<file path="src/logic/timer_pkg.sv">
// Overview of operation
// - timer function advances count once per machine cycle, oscillator over twelve.
// - counter function samples event pin each machine cycle, counts high-then-low.
// - count updated by detection appears in the following machine cycle.
// - recognising a falling transition takes two machine cycles, max rate osc/24.
// - mode 0 is 13 bits: high byte plus low five bits of low byte.
// - count only while run bit set and gating off or interrupt pin high.
// - setting run bit leaves the count registers unchanged.
// - mode 1 equals mode 0 but uses all sixteen bits.
// - mode 2 low byte counts, reloads from high byte on overflow, flags.
// - channel 0 mode 3 low byte uses channel 0 controls and flag.
// - channel 0 mode 3 high byte counts cycles on channel 1 run, flag.
// - each channel 1 overflow sends one pulse to the serial port.
// - channel 1 mode 2 is reserved; no auto-reload needed there.
// - channel 1 in mode 3 stops its counting.
// - gated counting leaves interrupt pin detection independent.
// - counters wrap from all ones, set overflow flag, raise interrupt request.
// - mode and control writes take effect at end of writing instruction.
// - event pins sampled at fixed points of each machine cycle.
// - counter increments fourteen oscillator periods after sampled falling transition.
// - mode bits 00,01,10,11 select modes 0..3; 01 is cascaded 16-bit.
// - overflow flag cleared by hardware on interrupt vector.
// - counter-select low picks machine cycles, high picks event pin.
package timer_pkg;

    localparam int          CYCLE_DIV        = 12;
    localparam int          SAMPLE_PHASE     = 9;
    localparam logic [11:0] ADDR_MODE        = 12'h000;
    localparam logic [11:0] ADDR_CTRL        = 12'h004;
    localparam logic [11:0] ADDR_C0_LOW      = 12'h008;
    localparam logic [11:0] ADDR_C0_HIGH     = 12'h00C;
    localparam logic [11:0] ADDR_C1_LOW      = 12'h010;
    localparam logic [11:0] ADDR_C1_HIGH     = 12'h014;
    localparam logic [11:0] ADDR_ACK         = 12'h018;
    localparam logic [7:0]  MODE_RESET       = 8'h00;
    localparam logic [7:0]  BYTE_RESET       = 8'h00;
    localparam int          CTRL_RUN0_BIT    = 4;
    localparam int          CTRL_FLAG0_BIT   = 5;
    localparam int          CTRL_RUN1_BIT    = 6;
    localparam int          CTRL_FLAG1_BIT   = 7;

    typedef enum logic [1:0]
    {
        MODE_13BIT  = 2'b00,
        MODE_16BIT  = 2'b01,
        MODE_RELOAD = 2'b10,
        MODE_SPLIT  = 2'b11
    } mode_type;

    typedef struct packed
    {
        logic     gate;
        logic     counter_sel;
        mode_type mode;
    } chan_cfg_type;

    typedef struct packed
    {
        logic       psel;
        logic       penable;
        logic       pwrite;
        logic [11:0] paddr;
        logic [31:0] pwdata;
    } apb_req_type;

endpackage

</file>
<file path="src/logic/dual_timer_counter_unit.sv">
`timescale 1ns/10ps
module dual_timer_counter_unit
(
    input  wire logic                  ref_clk,
    input  wire logic                  reset_n,
    input  wire timer_pkg::apb_req_type apb_req,
    output logic [31:0]                prdata,
    output logic                       pready,
    output logic                       pslverr,
    input  wire logic                  event_pin_a,
    input  wire logic                  event_pin_b,
    input  wire logic                  ext_irq_pin_a,
    input  wire logic                  ext_irq_pin_b,
    output logic                       chan0_irq,
    output logic                       chan1_irq,
    output logic                       serial_tick,
    output logic                       machine_tick
);
    import timer_pkg::*;

    // ------------------------------------------------------------
    // machine cycle phase
    // ------------------------------------------------------------
    logic [3:0] phase_q;
    logic [3:0] phase_d;
    wire        cycle_end = (phase_q == 4'(CYCLE_DIV - 1));
    wire        sample_pt = (phase_q == 4'(SAMPLE_PHASE));

    assign phase_d = cycle_end ? 4'h0 : phase_q + 4'h1;

    // ------------------------------------------------------------
    // pin synchronisers
    // ------------------------------------------------------------
    logic [3:0] meta_q;
    logic [3:0] sync_q;
    wire  [3:0] pins_raw = {ext_irq_pin_b, ext_irq_pin_a, event_pin_b, event_pin_a};

    // ------------------------------------------------------------
    // event sampling: one sample per machine cycle
    // ------------------------------------------------------------
    logic [1:0] sample_q;
    logic [1:0] prev_q;
    logic [1:0] fall_q;
    logic [1:0] fall_d;

    // a fall seen at this cycle's sample is counted at the next cycle end
    assign fall_d = sample_pt ? (prev_q & ~sample_q) : fall_q;

    // ------------------------------------------------------------
    // registers
    // ------------------------------------------------------------
    logic [7:0] mode_q;
    logic       run0_q;
    logic       run1_q;
    logic       flag0_q;
    logic       flag1_q;
    logic [7:0] c0l_q;
    logic [7:0] c0h_q;
    logic [7:0] c1l_q;
    logic [7:0] c1h_q;

    chan_cfg_type cfg0;
    chan_cfg_type cfg1;
    assign cfg0 = mode_q[3:0];
    assign cfg1 = mode_q[7:4];

    // ------------------------------------------------------------
    // count enables
    // ------------------------------------------------------------
    wire src0 = cfg0.counter_sel ? fall_q[0] : 1'b1;
    wire src1 = cfg1.counter_sel ? fall_q[1] : 1'b1;
    // gate pins only gate; irq detection elsewhere still sees the raw pins
    wire en0  = run0_q && (!cfg0.gate || sync_q[2]) && src0 && cycle_end;
    wire en1  = run1_q && (!cfg1.gate || sync_q[3]) && src1 && cycle_end
                && (cfg1.mode != MODE_SPLIT) && (cfg1.mode != MODE_RELOAD);
    wire split0 = (cfg0.mode == MODE_SPLIT);
    wire enh0 = split0 && run1_q && cycle_end;

    // ------------------------------------------------------------
    // channel next-state
    // ------------------------------------------------------------
    logic [7:0] c0l_n;
    logic [7:0] c0h_n;
    logic [7:0] c1l_n;
    logic [7:0] c1h_n;
    logic       ovf0;
    logic       ovf1;
    logic       ovfh0;

    function automatic logic [16:0] step
    (
        input logic [1:0] mode,
        input logic [7:0] lo,
        input logic [7:0] hi
    );
        logic [16:0] r;
        r = {1'b0, hi, lo};
        case (mode)
            2'b00:
            begin
                // upper low-byte bits just carry along, left undefined for software
                if (lo[4:0] == 5'h1F)
                begin
                    r = {(hi == 8'hFF), hi + 8'h01, lo[7:5], 5'h00};
                end
                else
                begin
                    r = {1'b0, hi, lo + 8'h01};
                end
            end
            2'b01:
            begin
                r = {1'b0, hi, lo} + 17'h00001;
            end
            2'b10:
            begin
                r = (lo == 8'hFF) ? {1'b1, hi, hi} : {1'b0, hi, lo + 8'h01};
            end
            default:
            begin
                r = (lo == 8'hFF) ? {1'b1, hi, 8'h00} : {1'b0, hi, lo + 8'h01};
            end
        endcase
        return r;
    endfunction

    wire [16:0] s0 = step(cfg0.mode, c0l_q, c0h_q);
    wire [16:0] s1 = step(cfg1.mode, c1l_q, c1h_q);

    assign ovf0  = en0 & s0[16];
    assign ovf1  = en1 & s1[16];
    assign ovfh0 = enh0 & (c0h_q == 8'hFF);
    assign c1l_n = en1 ? s1[7:0] : c1l_q;
    assign c1h_n = en1 ? s1[15:8] : c1h_q;
    assign c0l_n = en0 ? s0[7:0] : c0l_q;
    // in split mode the high byte is its own cycle counter
    assign c0h_n = split0 ? (enh0 ? c0h_q + 8'h01 : c0h_q) : (en0 ? s0[15:8] : c0h_q);

    // ------------------------------------------------------------
    // apb decode
    // ------------------------------------------------------------
    wire        acc   = apb_req.psel && apb_req.penable;
    wire        wr    = acc && apb_req.pwrite;
    wire [7:0]  wd    = apb_req.pwdata[7:0];
    wire        hit_mode = (apb_req.paddr == ADDR_MODE);
    wire        hit_ctrl = (apb_req.paddr == ADDR_CTRL);
    wire        hit_c0l  = (apb_req.paddr == ADDR_C0_LOW);
    wire        hit_c0h  = (apb_req.paddr == ADDR_C0_HIGH);
    wire        hit_c1l  = (apb_req.paddr == ADDR_C1_LOW);
    wire        hit_c1h  = (apb_req.paddr == ADDR_C1_HIGH);
    wire        hit_ack  = (apb_req.paddr == ADDR_ACK);
    wire        mapped   = hit_mode | hit_ctrl | hit_c0l | hit_c0h | hit_c1l | hit_c1h | hit_ack;
    wire [7:0]  ctrl_rd  = {flag1_q, run1_q, flag0_q, run0_q, 4'h0};
    wire [7:0]  rd_byte  = hit_mode ? mode_q :
                           hit_ctrl ? ctrl_rd :
                           hit_c0l  ? c0l_q :
                           hit_c0h  ? c0h_q :
                           hit_c1l  ? c1l_q :
                           hit_c1h  ? c1h_q : 8'h00;

    // vector acknowledge: bit 0 channel 0, bit 1 channel 1
    wire        ack0 = wr && hit_ack && wd[0];
    wire        ack1 = wr && hit_ack && wd[1];
    wire        set0 = ovf0;
    wire        set1 = ovf1 | (split0 & ovfh0);
    wire        ov1_serial = ovf1;
    // overflow wins over a same-cycle clear so no event is lost
    wire        flag0_d = set0 | ((wr && hit_ctrl ? wd[CTRL_FLAG0_BIT] : flag0_q) & ~ack0);
    wire        flag1_d = set1 | ((wr && hit_ctrl ? wd[CTRL_FLAG1_BIT] : flag1_q) & ~ack1);

    // ------------------------------------------------------------
    // state
    // ------------------------------------------------------------
    always_ff @(posedge ref_clk)
    begin
        if (!reset_n)
        begin
            phase_q      <= 4'h0;
            meta_q       <= 4'h0;
            sync_q       <= 4'h0;
            sample_q     <= 2'h0;
            prev_q       <= 2'h0;
            fall_q       <= 2'h0;
            mode_q       <= MODE_RESET;
            run0_q       <= 1'b0;
            run1_q       <= 1'b0;
            flag0_q      <= 1'b0;
            flag1_q      <= 1'b0;
            c0l_q        <= BYTE_RESET;
            c0h_q        <= BYTE_RESET;
            c1l_q        <= BYTE_RESET;
            c1h_q        <= BYTE_RESET;
            prdata       <= 32'h00000000;
            pready       <= 1'b0;
            pslverr      <= 1'b0;
            chan0_irq    <= 1'b0;
            chan1_irq    <= 1'b0;
            serial_tick  <= 1'b0;
            machine_tick <= 1'b0;
        end
        else
        begin
            phase_q  <= phase_d;
            meta_q   <= pins_raw;
            sync_q   <= meta_q;
            if (sample_pt)
            begin
                sample_q <= sync_q[1:0];
                prev_q   <= sample_q;
            end
            // one-shot per machine cycle: consumed at cycle end
            fall_q   <= cycle_end ? 2'h0 : fall_d;
            // software writes land on the access edge, i.e. end of the instruction
            mode_q   <= (wr && hit_mode) ? wd : mode_q;
            if (wr && hit_ctrl)
            begin
                run0_q <= wd[CTRL_RUN0_BIT];
                run1_q <= wd[CTRL_RUN1_BIT];
            end
            flag0_q  <= flag0_d;
            flag1_q  <= flag1_d;
            c0l_q    <= (wr && hit_c0l) ? wd : c0l_n;
            c0h_q    <= (wr && hit_c0h) ? wd : c0h_n;
            c1l_q    <= (wr && hit_c1l) ? wd : c1l_n;
            c1h_q    <= (wr && hit_c1h) ? wd : c1h_n;
            pready   <= apb_req.psel && !apb_req.penable && !pready;
            pslverr  <= apb_req.psel && !apb_req.penable && !mapped;
            prdata   <= (apb_req.psel && !apb_req.penable) ? {24'h000000, rd_byte} : prdata;
            chan0_irq    <= flag0_d;
            chan1_irq    <= flag1_d;
            serial_tick  <= ov1_serial;
            machine_tick <= cycle_end;
        end
    end

endmodule

</file>
<file path="config.mk">
export PLATFORM = sky130hd
export DESIGN_NAME = dual_timer_counter_unit
export DESIGN_NICKNAME = d
export VERILOG_FILES = /design/src/logic/timer_pkg.sv /design/src/logic/dual_timer_counter_unit.sv
export SDC_FILE = /design/constraint.sdc
export NUM_CORES = 1
export LEC_CHECK = 0
export ABC_AREA = 0
export BUFFER_PORTS_ARGS = -buffer_cell sky130_fd_sc_hd__buf_2
export CAP_MARGIN = 20
export CORE_MARGIN = 1.5
export CORE_UTILIZATION = 56
export DETAILED_ROUTE_END_ITERATION = 10
export GPL_TIMING_DRIVEN = 0
export PLACE_DENSITY = 0.93
export SKIP_CTS_REPAIR_TIMING = 1
export SLEW_MARGIN = 5
export SYNTH_ARGS = -nofsm -noshare
export SYNTH_HDL_FRONTEND = slang
export SYNTH_SLANG_ARGS = --single-unit
</file>
<file path="constraint.sdc">
create_clock -name ref_clk -period 4 [get_ports ref_clk]
set_clock_uncertainty 0.15 [all_clocks]
set_input_delay 1.2 -clock ref_clk [delete_from_list [all_inputs] [get_ports ref_clk]]
set_output_delay 1.2 -clock ref_clk [all_outputs]
set_load 0.02 [all_outputs]
</file>
==> results.cfg, run 1 <==
[outcome]
status = completed

[layout]
final_common_cell = dfxtp_1
nets = 755
antennaDiodeCount = 0
layout_common_cells = dfxtp_1, nor2_1, nand2_1
area_growth_pct = 13.3
drive_above_1_share_pct = 14.3
nFillCells = 755

[sta]
tns_ns = 0
period_minus_slack_ns = 3.55
hold_viol = 0
relSlewSlack_pct = 47.1
report.final.slew_viol_count = 0
fmax_mhz = 282
report.final.setup_viol = 0
period_share_pct = 88.7
worst_pin_slew_ns = 0.791
rsz0062_at_grt = no
fin_ws_ns = 0.452

[worst_setup_path]
cp-start-kind = primary input
ff2ff_setup_slack_ns = 1.13
cp.required_ns = 4.08
cp_slowest_cell = or4_1
cp_max_fo = 6
reg2reg_depth = 9
r2r_end = c0h_q[6]
crit_buf_inv = 2
crit_chain = buf_2 > or4_1 > or2_1 > clkbuf_1 > nor2_1 > a22oi_1 > a31o_1 > a2111oi_0
cp_top_family = simple AND/OR/NAND/NOR gates
rr_startpoint = c0l_q[0]
cp.arrival_ns = 3.63
max_stage_delay_ns = 0.65
endpoint_kind = register
crit_type = primary input to register

[power_and_ir_drop]
leakage_nw = 2.08
max-vdd-ir-drop_mv = 0.280
p_per_area_nw_per_um2 = 282

[hold_path]
min_to = pready
min-delay-path-class = register to register
hold_path_depth = 1
min_from = pready

[logic_synthesis]
mappedNetlistArea_um2 = 4780
async_reset_ff_share_pct = 0
synth_top_area_cell = dfxtp_1
syn_area_per_cell_um2 = 7.79
synthMuxAreaShare_pct = 4.82
synth_ff_type = dfxtp_1
synth_warnings = 0
synth_edf_count = 0
synth.distinct_cells = 71
synth-adder-area-share_pct = 3.67
synth_compound_area_share_pct = 23.6
ys_ff_latch = 74
synth-seq-area-share_pct = 31.0
syn_inst = 613
synth_xor_xnor_area_share_pct = 2.75
synthTopCellsByArea = dfxtp_1, mux2i_1, a21oi_1, nor2_1, nand2_1
synth_simple_gate_area_share_pct = 26.1
synth_top_area_share_pct = 31.0
synth_top_family_by_area = simple AND/OR/NAND/NOR gates

[clock_network]
cts_tree = yes
cts.clk_slew.worst_paths_ns = 0.09
numClockSinks = 74
clk_path_buf_depth = 2
cts_made_buffers = 9
htree_levels = 3
clock_latency_ns = 0.37
cts_root_buffer = clkbuf_8

[floorplan]
die_y_um = 95.4
start_util_pct = 57.8
ioPinCount = 91
die_width_um = 95.4
die_area_um2 = 9090
core_area_um2 = 8260
rows = 33

[drt]
wl_per_cell_um = 19.3
drtIter0Drc = 619
vias = 5174
final_antenna_net_count = 0
drtPass1Iterations = 8
drt_wl_total_um = 15400
drc_errors = 0
vias_per_cell = 6.48

[global_routing]
grt_max_degree = 16
grt-ovfl-total = 0
grt_pass1_wl_um = 23700
antenna_found_initial = 0
groute.usage.overall_pct = 34.6
grt_pass1_vias = 4583

[placement]
hpwl_um = 11300
place_ws_ns = 0.184
globalplace.congestion = 1.04
port_buffers = 41

[flow_run]
cap_violations = 0
## worst max path at each step
stage	startpoint	endpoint	depth (start not counted)
after floorplan	apb_req[41]	mode_q[5]	7
after global placement	apb_req[33]	c1h_q[7]	8
after detailed placement	apb_req[33]	prdata[5]	8
after CTS	apb_req[33]	mode_q[7]	8
after global routing	apb_req[33]	c1l_q[0]	9
final	apb_req[33]	prdata[5]	8
## cells by family after synthesis
group / after synthesis
other: 1
muxes: 23
and+or+nand+nor: 236
AOI/OAI and AO/OA: 177
adders and majority gates: 14
xor gates and xnor gates: 15
DFF: 74
buffers and inverters: 73
## routing by layer
| metal | track usage, % | up-vias | share of wire (%) |
|---|---|---|---|
| li1 | - | 2352 | - |
| met2 | 52.0 | 355 | 43 |
| met3 | 7.42 | 64 | 13 |
| met4 | 14.3 | 0 | 3.9 |
| met5 | 0 | - | 0 |
| met1 | 47.7 | 2403 | 40 |
## where the power goes
part | internal [mW] | switching [mW] | total, mW
registers | 0.746 | 0.00697 | 0.753
clock network | 0.299 | 0.330 | 0.629
logic | 0.0483 | 0.0950 | 0.143
total | 1.09 | 0.432 | 1.53
## state kept, by name, summed over array words and instances (netlist names), 2 cells and up
| register | cells |
|---|---|
| mode_q | 8 |
| c1h_q | 8 |
| c1l_q | 8 |
| c0l_q | 8 |
| fall_q | 2 |
| sample_q | 2 |
| prev_q | 2 |
| phase_q | 4 |
| meta_q | 4 |
| c0h_q | 8 |
| sync_q | 4 |
| prdata | 8 |
## cell type report
class,instances,area (µm²),share of cell area (%)
multi-input combinational,489,3010,55.6
sequential,74,1480,27.4
buffer,59,327,6.03
timing repair buffer,41,205,3.79
tap,105,131,2.43
clock buffer,9,124,2.29
clock inverter,7,83.8,1.55
inverter,14,52.6,0.971
## metrics by stage
stage | hold slack (ns) | util [%] | power, mW | instance area (µm²) | std cells
3_5_place_dp | 0.262 | 63.0 | 0.909 | 5200 | 782
4_1_cts | 0.274 | 65.5 | 1.52 | 5410 | 798
2_1_floorplan | 0.262 | - | 0.859 | 4860 | 636
5_1_grt | 0.288 | 65.5 | 1.57 | 5410 | 798
6_report | 0.269 | 65.5 | 1.53 | 5410 | 798
3_3_place_gp | 0.246 | 63.0 | 0.905 | 5200 | 782
## cell usage after synthesis, types with 3 or more instances
master	instances
nor4_1	10
nor3b_1	4
nand4_1	10
o22ai_1	15
a2bb2oi_1	3
and4_1	3
a41oi_1	3
a31oi_1	14
nand2b_1	13
o32ai_1	3
or4_1	5
a22oi_1	8
buf_4	24
a21oi_1	45
nand2_1	53
nor3_1	7
xnor2_1	9
and2_1	8
nor2_1	60
or2_2	4
o21ai_0	38
mux2i_1	23
ha_1	14
xor2_1	6
dfxtp_1	74
clkbuf_1	32
o211ai_1	4
or3_1	4
and3_1	10
o21ai_1	5
inv_1	12
a221o_1	3
nand3_1	20
a211oi_1	6
a221oi_1	6
o221ai_1	3
nor2b_1	8
(Power assumes the default switching activity.)
==> run 2: changes to the inputs <==
HOLD_SLACK_MARGIN = 0.1   (was default)
PLACE_DENSITY = default   (was 0.93)
PLACE_DENSITY_LB_ADDON = 0.3   (was default)
==> run 2 against run 1 <==
Global-route usage fell by 0.98 points. Sequential share of layout area about the same. Maximum frequency rose by 2.6%. Critical path depth did not move. Final area barely moved. Critical endpoint is now c0l_q[3]. Largest power group unchanged. Highest routed layer unchanged.
==> results.cfg, run 2 (same netlist as run 1, synthesis figures left out) <==
[layout]
final_common_cell = dfxtp_1
area_growth_pct = 13.4
nets = 756
final_area_um2 = 5420
final_util_pct = 65.6
antennaDiodeCount = 0
layout_common_cells = dfxtp_1, nor2_1, nand2_1
fin_cells = 799
nFillCells = 750
drive_above_1_share_pct = 14.3

[sta]
fmax_mhz = 289
hold_viol = 0
tns_ns = 0
relSlewSlack_pct = 50.2
whs_ns = 0.279
fin_ws_ns = 0.543
worst_pin_slew_ns = 0.747
period_minus_slack_ns = 3.46
rsz0062_at_grt = no
period_share_pct = 86.4
report.final.setup_viol = 0
report.final.slew_viol_count = 0

[global_routing]
use_met2_pct = 49.7
use_met1_pct = 47.5
groute.usage.overall_pct = 33.6
antenna_found_initial = 0
grt-ovfl-total = 0
met3_usage_pct = 7.42
grt_pass1_wl_um = 22900
top_usage_layer = met2
grt_max_degree = 16
grt_pass1_vias = 4433

[floorplan]
die_width_um = 95.4
rows = 33
die_y_um = 95.4
start_util_pct = 57.8
core_area_um2 = 8260
ioPinCount = 91
die_area_um2 = 9090

[placement]
place_ws_ns = 0.203
hpwl_um = 11200
globalplace.congestion = 0.961
placedInstanceArea_um2 = 5210
port_buffers = 41
post-place-cells = 783

[power_and_ir_drop]
leakage_nw = 2.08
max-vdd-ir-drop_mv = 0.302
p_per_area_nw_per_um2 = 283
p_total_mw = 1.54

[clock_network]
numClockSinks = 74
clock_latency_ns = 0.38
cts_root_buffer = clkbuf_8
cts.clk_slew.worst_paths_ns = 0.08
cts_made_buffers = 9
clk_path_buf_depth = 2
htree_levels = 3
cts_tree = yes

[worst_setup_path]
cp-start-kind = primary input
crit_buf_inv = 2
crit_chain = buf_2 > or4_1 > or4_4 > buf_6 > nor3_2 > a31oi_1 > o41ai_1 > o221a_1
cp_slowest_cell = or4_1
timing.critical_path.to = c0l_q[3]
cp.arrival_ns = 3.62
r2r_end = c0h_q[3]
endpoint_kind = register
crit_type = primary input to register
rr_startpoint = c0l_q[0]
ff2ff_setup_slack_ns = 1.07
max_stage_delay_ns = 0.64
cp_max_fo = 9
cp.required_ns = 4.16
crit_cells = 8
reg2reg_depth = 9
critical_path.startpoint = apb_req[33]
cp_top_family = simple AND/OR/NAND/NOR gates

[drt]
vias_per_cell = 6.39
final_antenna_net_count = 0
drtPass1Iterations = 9
drc_errors = 0
drt_wl_total_um = 15100
wl_per_cell_um = 18.9
drtIter0Drc = 544
vias = 5102

[hold_path]
min_from = pready
min-delay-path-class = register to register

[outcome]
status = completed

[flow_run]
cap_violations = 0
## run 2: changes by cell type in the layout (fill, tap and decap cells not counted)
cell / change
clkdlybuf4s15_2: +1
nor4b_2: -1
nor4b_1: +1
clkinv_4: -2
clkinvlp_4: +1
inv_6: +1
## run 2: where the power goes
part / internal, mW / switching, mW
clock network: 0.299 / 0.340
registers: 0.746 / 0.00685
logic: 0.0482 / 0.0945
## run 2: cell type report
cell class | count | area, µm² | area share [%]
multi-input combinational | 489 | 3000 | 55.4
sequential | 74 | 1480 | 27.4
buffer | 59 | 327 | 6.03
timing repair buffer | 42 | 216 | 4.00
tap | 105 | 131 | 2.43
clock buffer | 9 | 124 | 2.29
clock inverter | 7 | 82.6 | 1.52
inverter | 14 | 52.6 | 0.970
## run 2: worst register-to-register path, cell delays in order, from the launching register on
cell	delay (ns)
dfxtp_1	0.49
ha_1	0.29
and3_1	0.19
ha_1	0.20
nor2b_1	0.08
or4_1	0.49
a21oi_2	0.39
nand2b_1	0.26
o221ai_1	0.18
a21oi_1	0.16
## run 2: routing by layer
layer,part of all wire [%],up-vias
met3,12,43
met4,2.7,0
met1,42,2343
li1,-,2366
met2,43,350
met5,0,-
## run 2: how the worst min path moves through the flow
stage	to	slack, ns	cells after the start
2_1_floorplan	sync_q[0]	0.26	1
3_3_place_gp	pready	0.25	1
6_report	pready	0.28	1
3_5_place_dp	pready	0.26	1
4_1_cts	pready	0.28	1
5_1_grt	pready	0.30	1
==> run 3: changes to the inputs <==
MAX_ROUTING_LAYER = met4   (was default)
==> run 3 against run 2 <==
Via count shrank 0.27%. Clock power decreased by 1%. Combinational power about the same. Critical path depth up 1. Sequential share of layout area hardly changed. Core utilization is essentially flat. Non-clock buffer count stayed put. Register-to-register slack improved by 0.03 ns. Flip-flop and latch count unchanged. Final cell count did not move. Final area about the same. Highest routed layer unchanged.
==> results.cfg, run 3 (same netlist as run 1, synthesis figures left out) <==
[outcome]
status = completed

[clock_network]
htree_levels = 3
clock_latency_ns = 0.37
cts.clk_slew.worst_paths_ns = 0.09
clk_path_buf_depth = 2
cts_root_buffer = clkbuf_8
cts_tree = yes
numClockSinks = 74
cts_made_buffers = 9

[power_and_ir_drop]
p_per_area_nw_per_um2 = 281
max-vdd-ir-drop_mv = 0.283
leakage_nw = 2.08

[drt]
drc_errors = 0
vias_per_cell = 6.37
drtPass1Iterations = 5
wl_per_cell_um = 19.1
final_antenna_net_count = 0
vias = 5088
drt_wl_total_um = 15200
drtIter0Drc = 565

[flow_run]
cap_violations = 0

[worst_setup_path]
rr_startpoint = c0l_q[0]
timing.critical_path.to = c1l_q[3]
crit_type = primary input to register
cp_max_fo = 10
cp.arrival_ns = 3.54
ff2ff_setup_slack_ns = 1.10
reg2reg_depth = 9
cp-start-kind = primary input
r2r_end = c0h_q[2]
endpoint_kind = register
critical_path.startpoint = apb_req[33]
cp.required_ns = 4.10

[floorplan]
ioPinCount = 91
start_util_pct = 57.8
die_y_um = 95.4
core_area_um2 = 8260
rows = 33
die_width_um = 95.4
die_area_um2 = 9090

[layout]
nFillCells = 779
nets = 756
drive_above_1_share_pct = 14.3
seq_area_um2 = 1480
final_common_cell = dfxtp_1
layout_common_cells = dfxtp_1, nor2_1, nand2_1
antennaDiodeCount = 0
area_growth_pct = 13.4
multi_input_area_um2 = 3000

[placement]
place_ws_ns = 0.225
hpwl_um = 11300
globalplace.congestion = 0.998
port_buffers = 41

[global_routing]
groute.usage.overall_pct = 35.7
antenna_found_initial = 0
grt_max_degree = 16
grt-ovfl-total = 0
grt_pass1_vias = 4471
grt_pass1_wl_um = 23500

[sta]
rsz0062_at_grt = no
relSlewSlack_pct = 47.8
report.final.setup_viol = 0
period_share_pct = 86.2
hold_viol = 0
worst_pin_slew_ns = 0.784
fmax_mhz = 290
tns_ns = 0
report.final.slew_viol_count = 0
fin_ws_ns = 0.552
period_minus_slack_ns = 3.45

[hold_path]
min-delay-path-class = register to register
-- run 3: changes by cell type in the layout (fill, tap and decap cells not counted), sizes merged --
| cell | before | now |
|---|---|---|
| clkinvlp | 2 | 1 |
| clkinv | 2 | 3 |
-- run 3: per-stage QoR --
| step | cells | cell area [µm²] | utilization (%) | power, mW | hold WS [ns] |
|---|---|---|---|---|---|
| after CTS | 799 | 5420 | 65.6 | 1.53 | 0.275 |
| final | 799 | 5420 | 65.6 | 1.52 | 0.274 |
| after global placement | 782 | 5200 | 63.0 | 0.905 | 0.248 |
| after detailed placement | 783 | 5210 | 63.1 | 0.907 | 0.253 |
| after global routing | 799 | 5420 | 65.6 | 1.57 | 0.307 |
| after floorplan | 636 | 4860 | - | 0.859 | 0.262 |
-- run 3: cell type report --
cell class,count,area share [%]
buffer,59,6.03
clock inverter,7,1.55
clock buffer,9,2.29
sequential,74,27.3
tap,105,2.42
timing repair buffer,42,4.00
multi-input combinational,489,55.4
inverter,14,0.970
-- run 3: worst max-delay path, stage by stage --
cell and delay (ns):
buf_2 0.12, or4_1 0.63, or2_1 0.25, clkbuf_1 0.18, nor4_2 0.44, nand2b_1 0.17, clkbuf_1 0.25, o21ai_0 0.25
a31oi_1 0.06
-- run 3: power breakdown --
part,total (mW),switching [mW],internal (mW)
clock,0.631,0.330,0.300
combinational,0.142,0.0933,0.0482
sequential,0.753,0.00641,0.746
-- run 3: per-layer routing --
layer | wire [µm] | vias up | track usage [%]
met3 | 1610 | 42 | 8.53
met1 | 6750 | 2361 | 48.5
met2 | 6470 | 318 | 50.9
li1 | - | 2367 | -
met4 | 408 | 0 | 13.7
met5 | 0 | - | -
-- run 3: worst min path at each step --
stage                         start   endpoint  slack (ns)  cells past startpoint
after global routing         pready     pready        0.31                      1
final                        pready     pready        0.27                      1
after floorplan           meta_q[0]  sync_q[0]        0.26                      1
after CTS                    pready     pready        0.27                      1
after global placement       pready     pready        0.25                      1
after detailed placement     pready     pready        0.25                      1
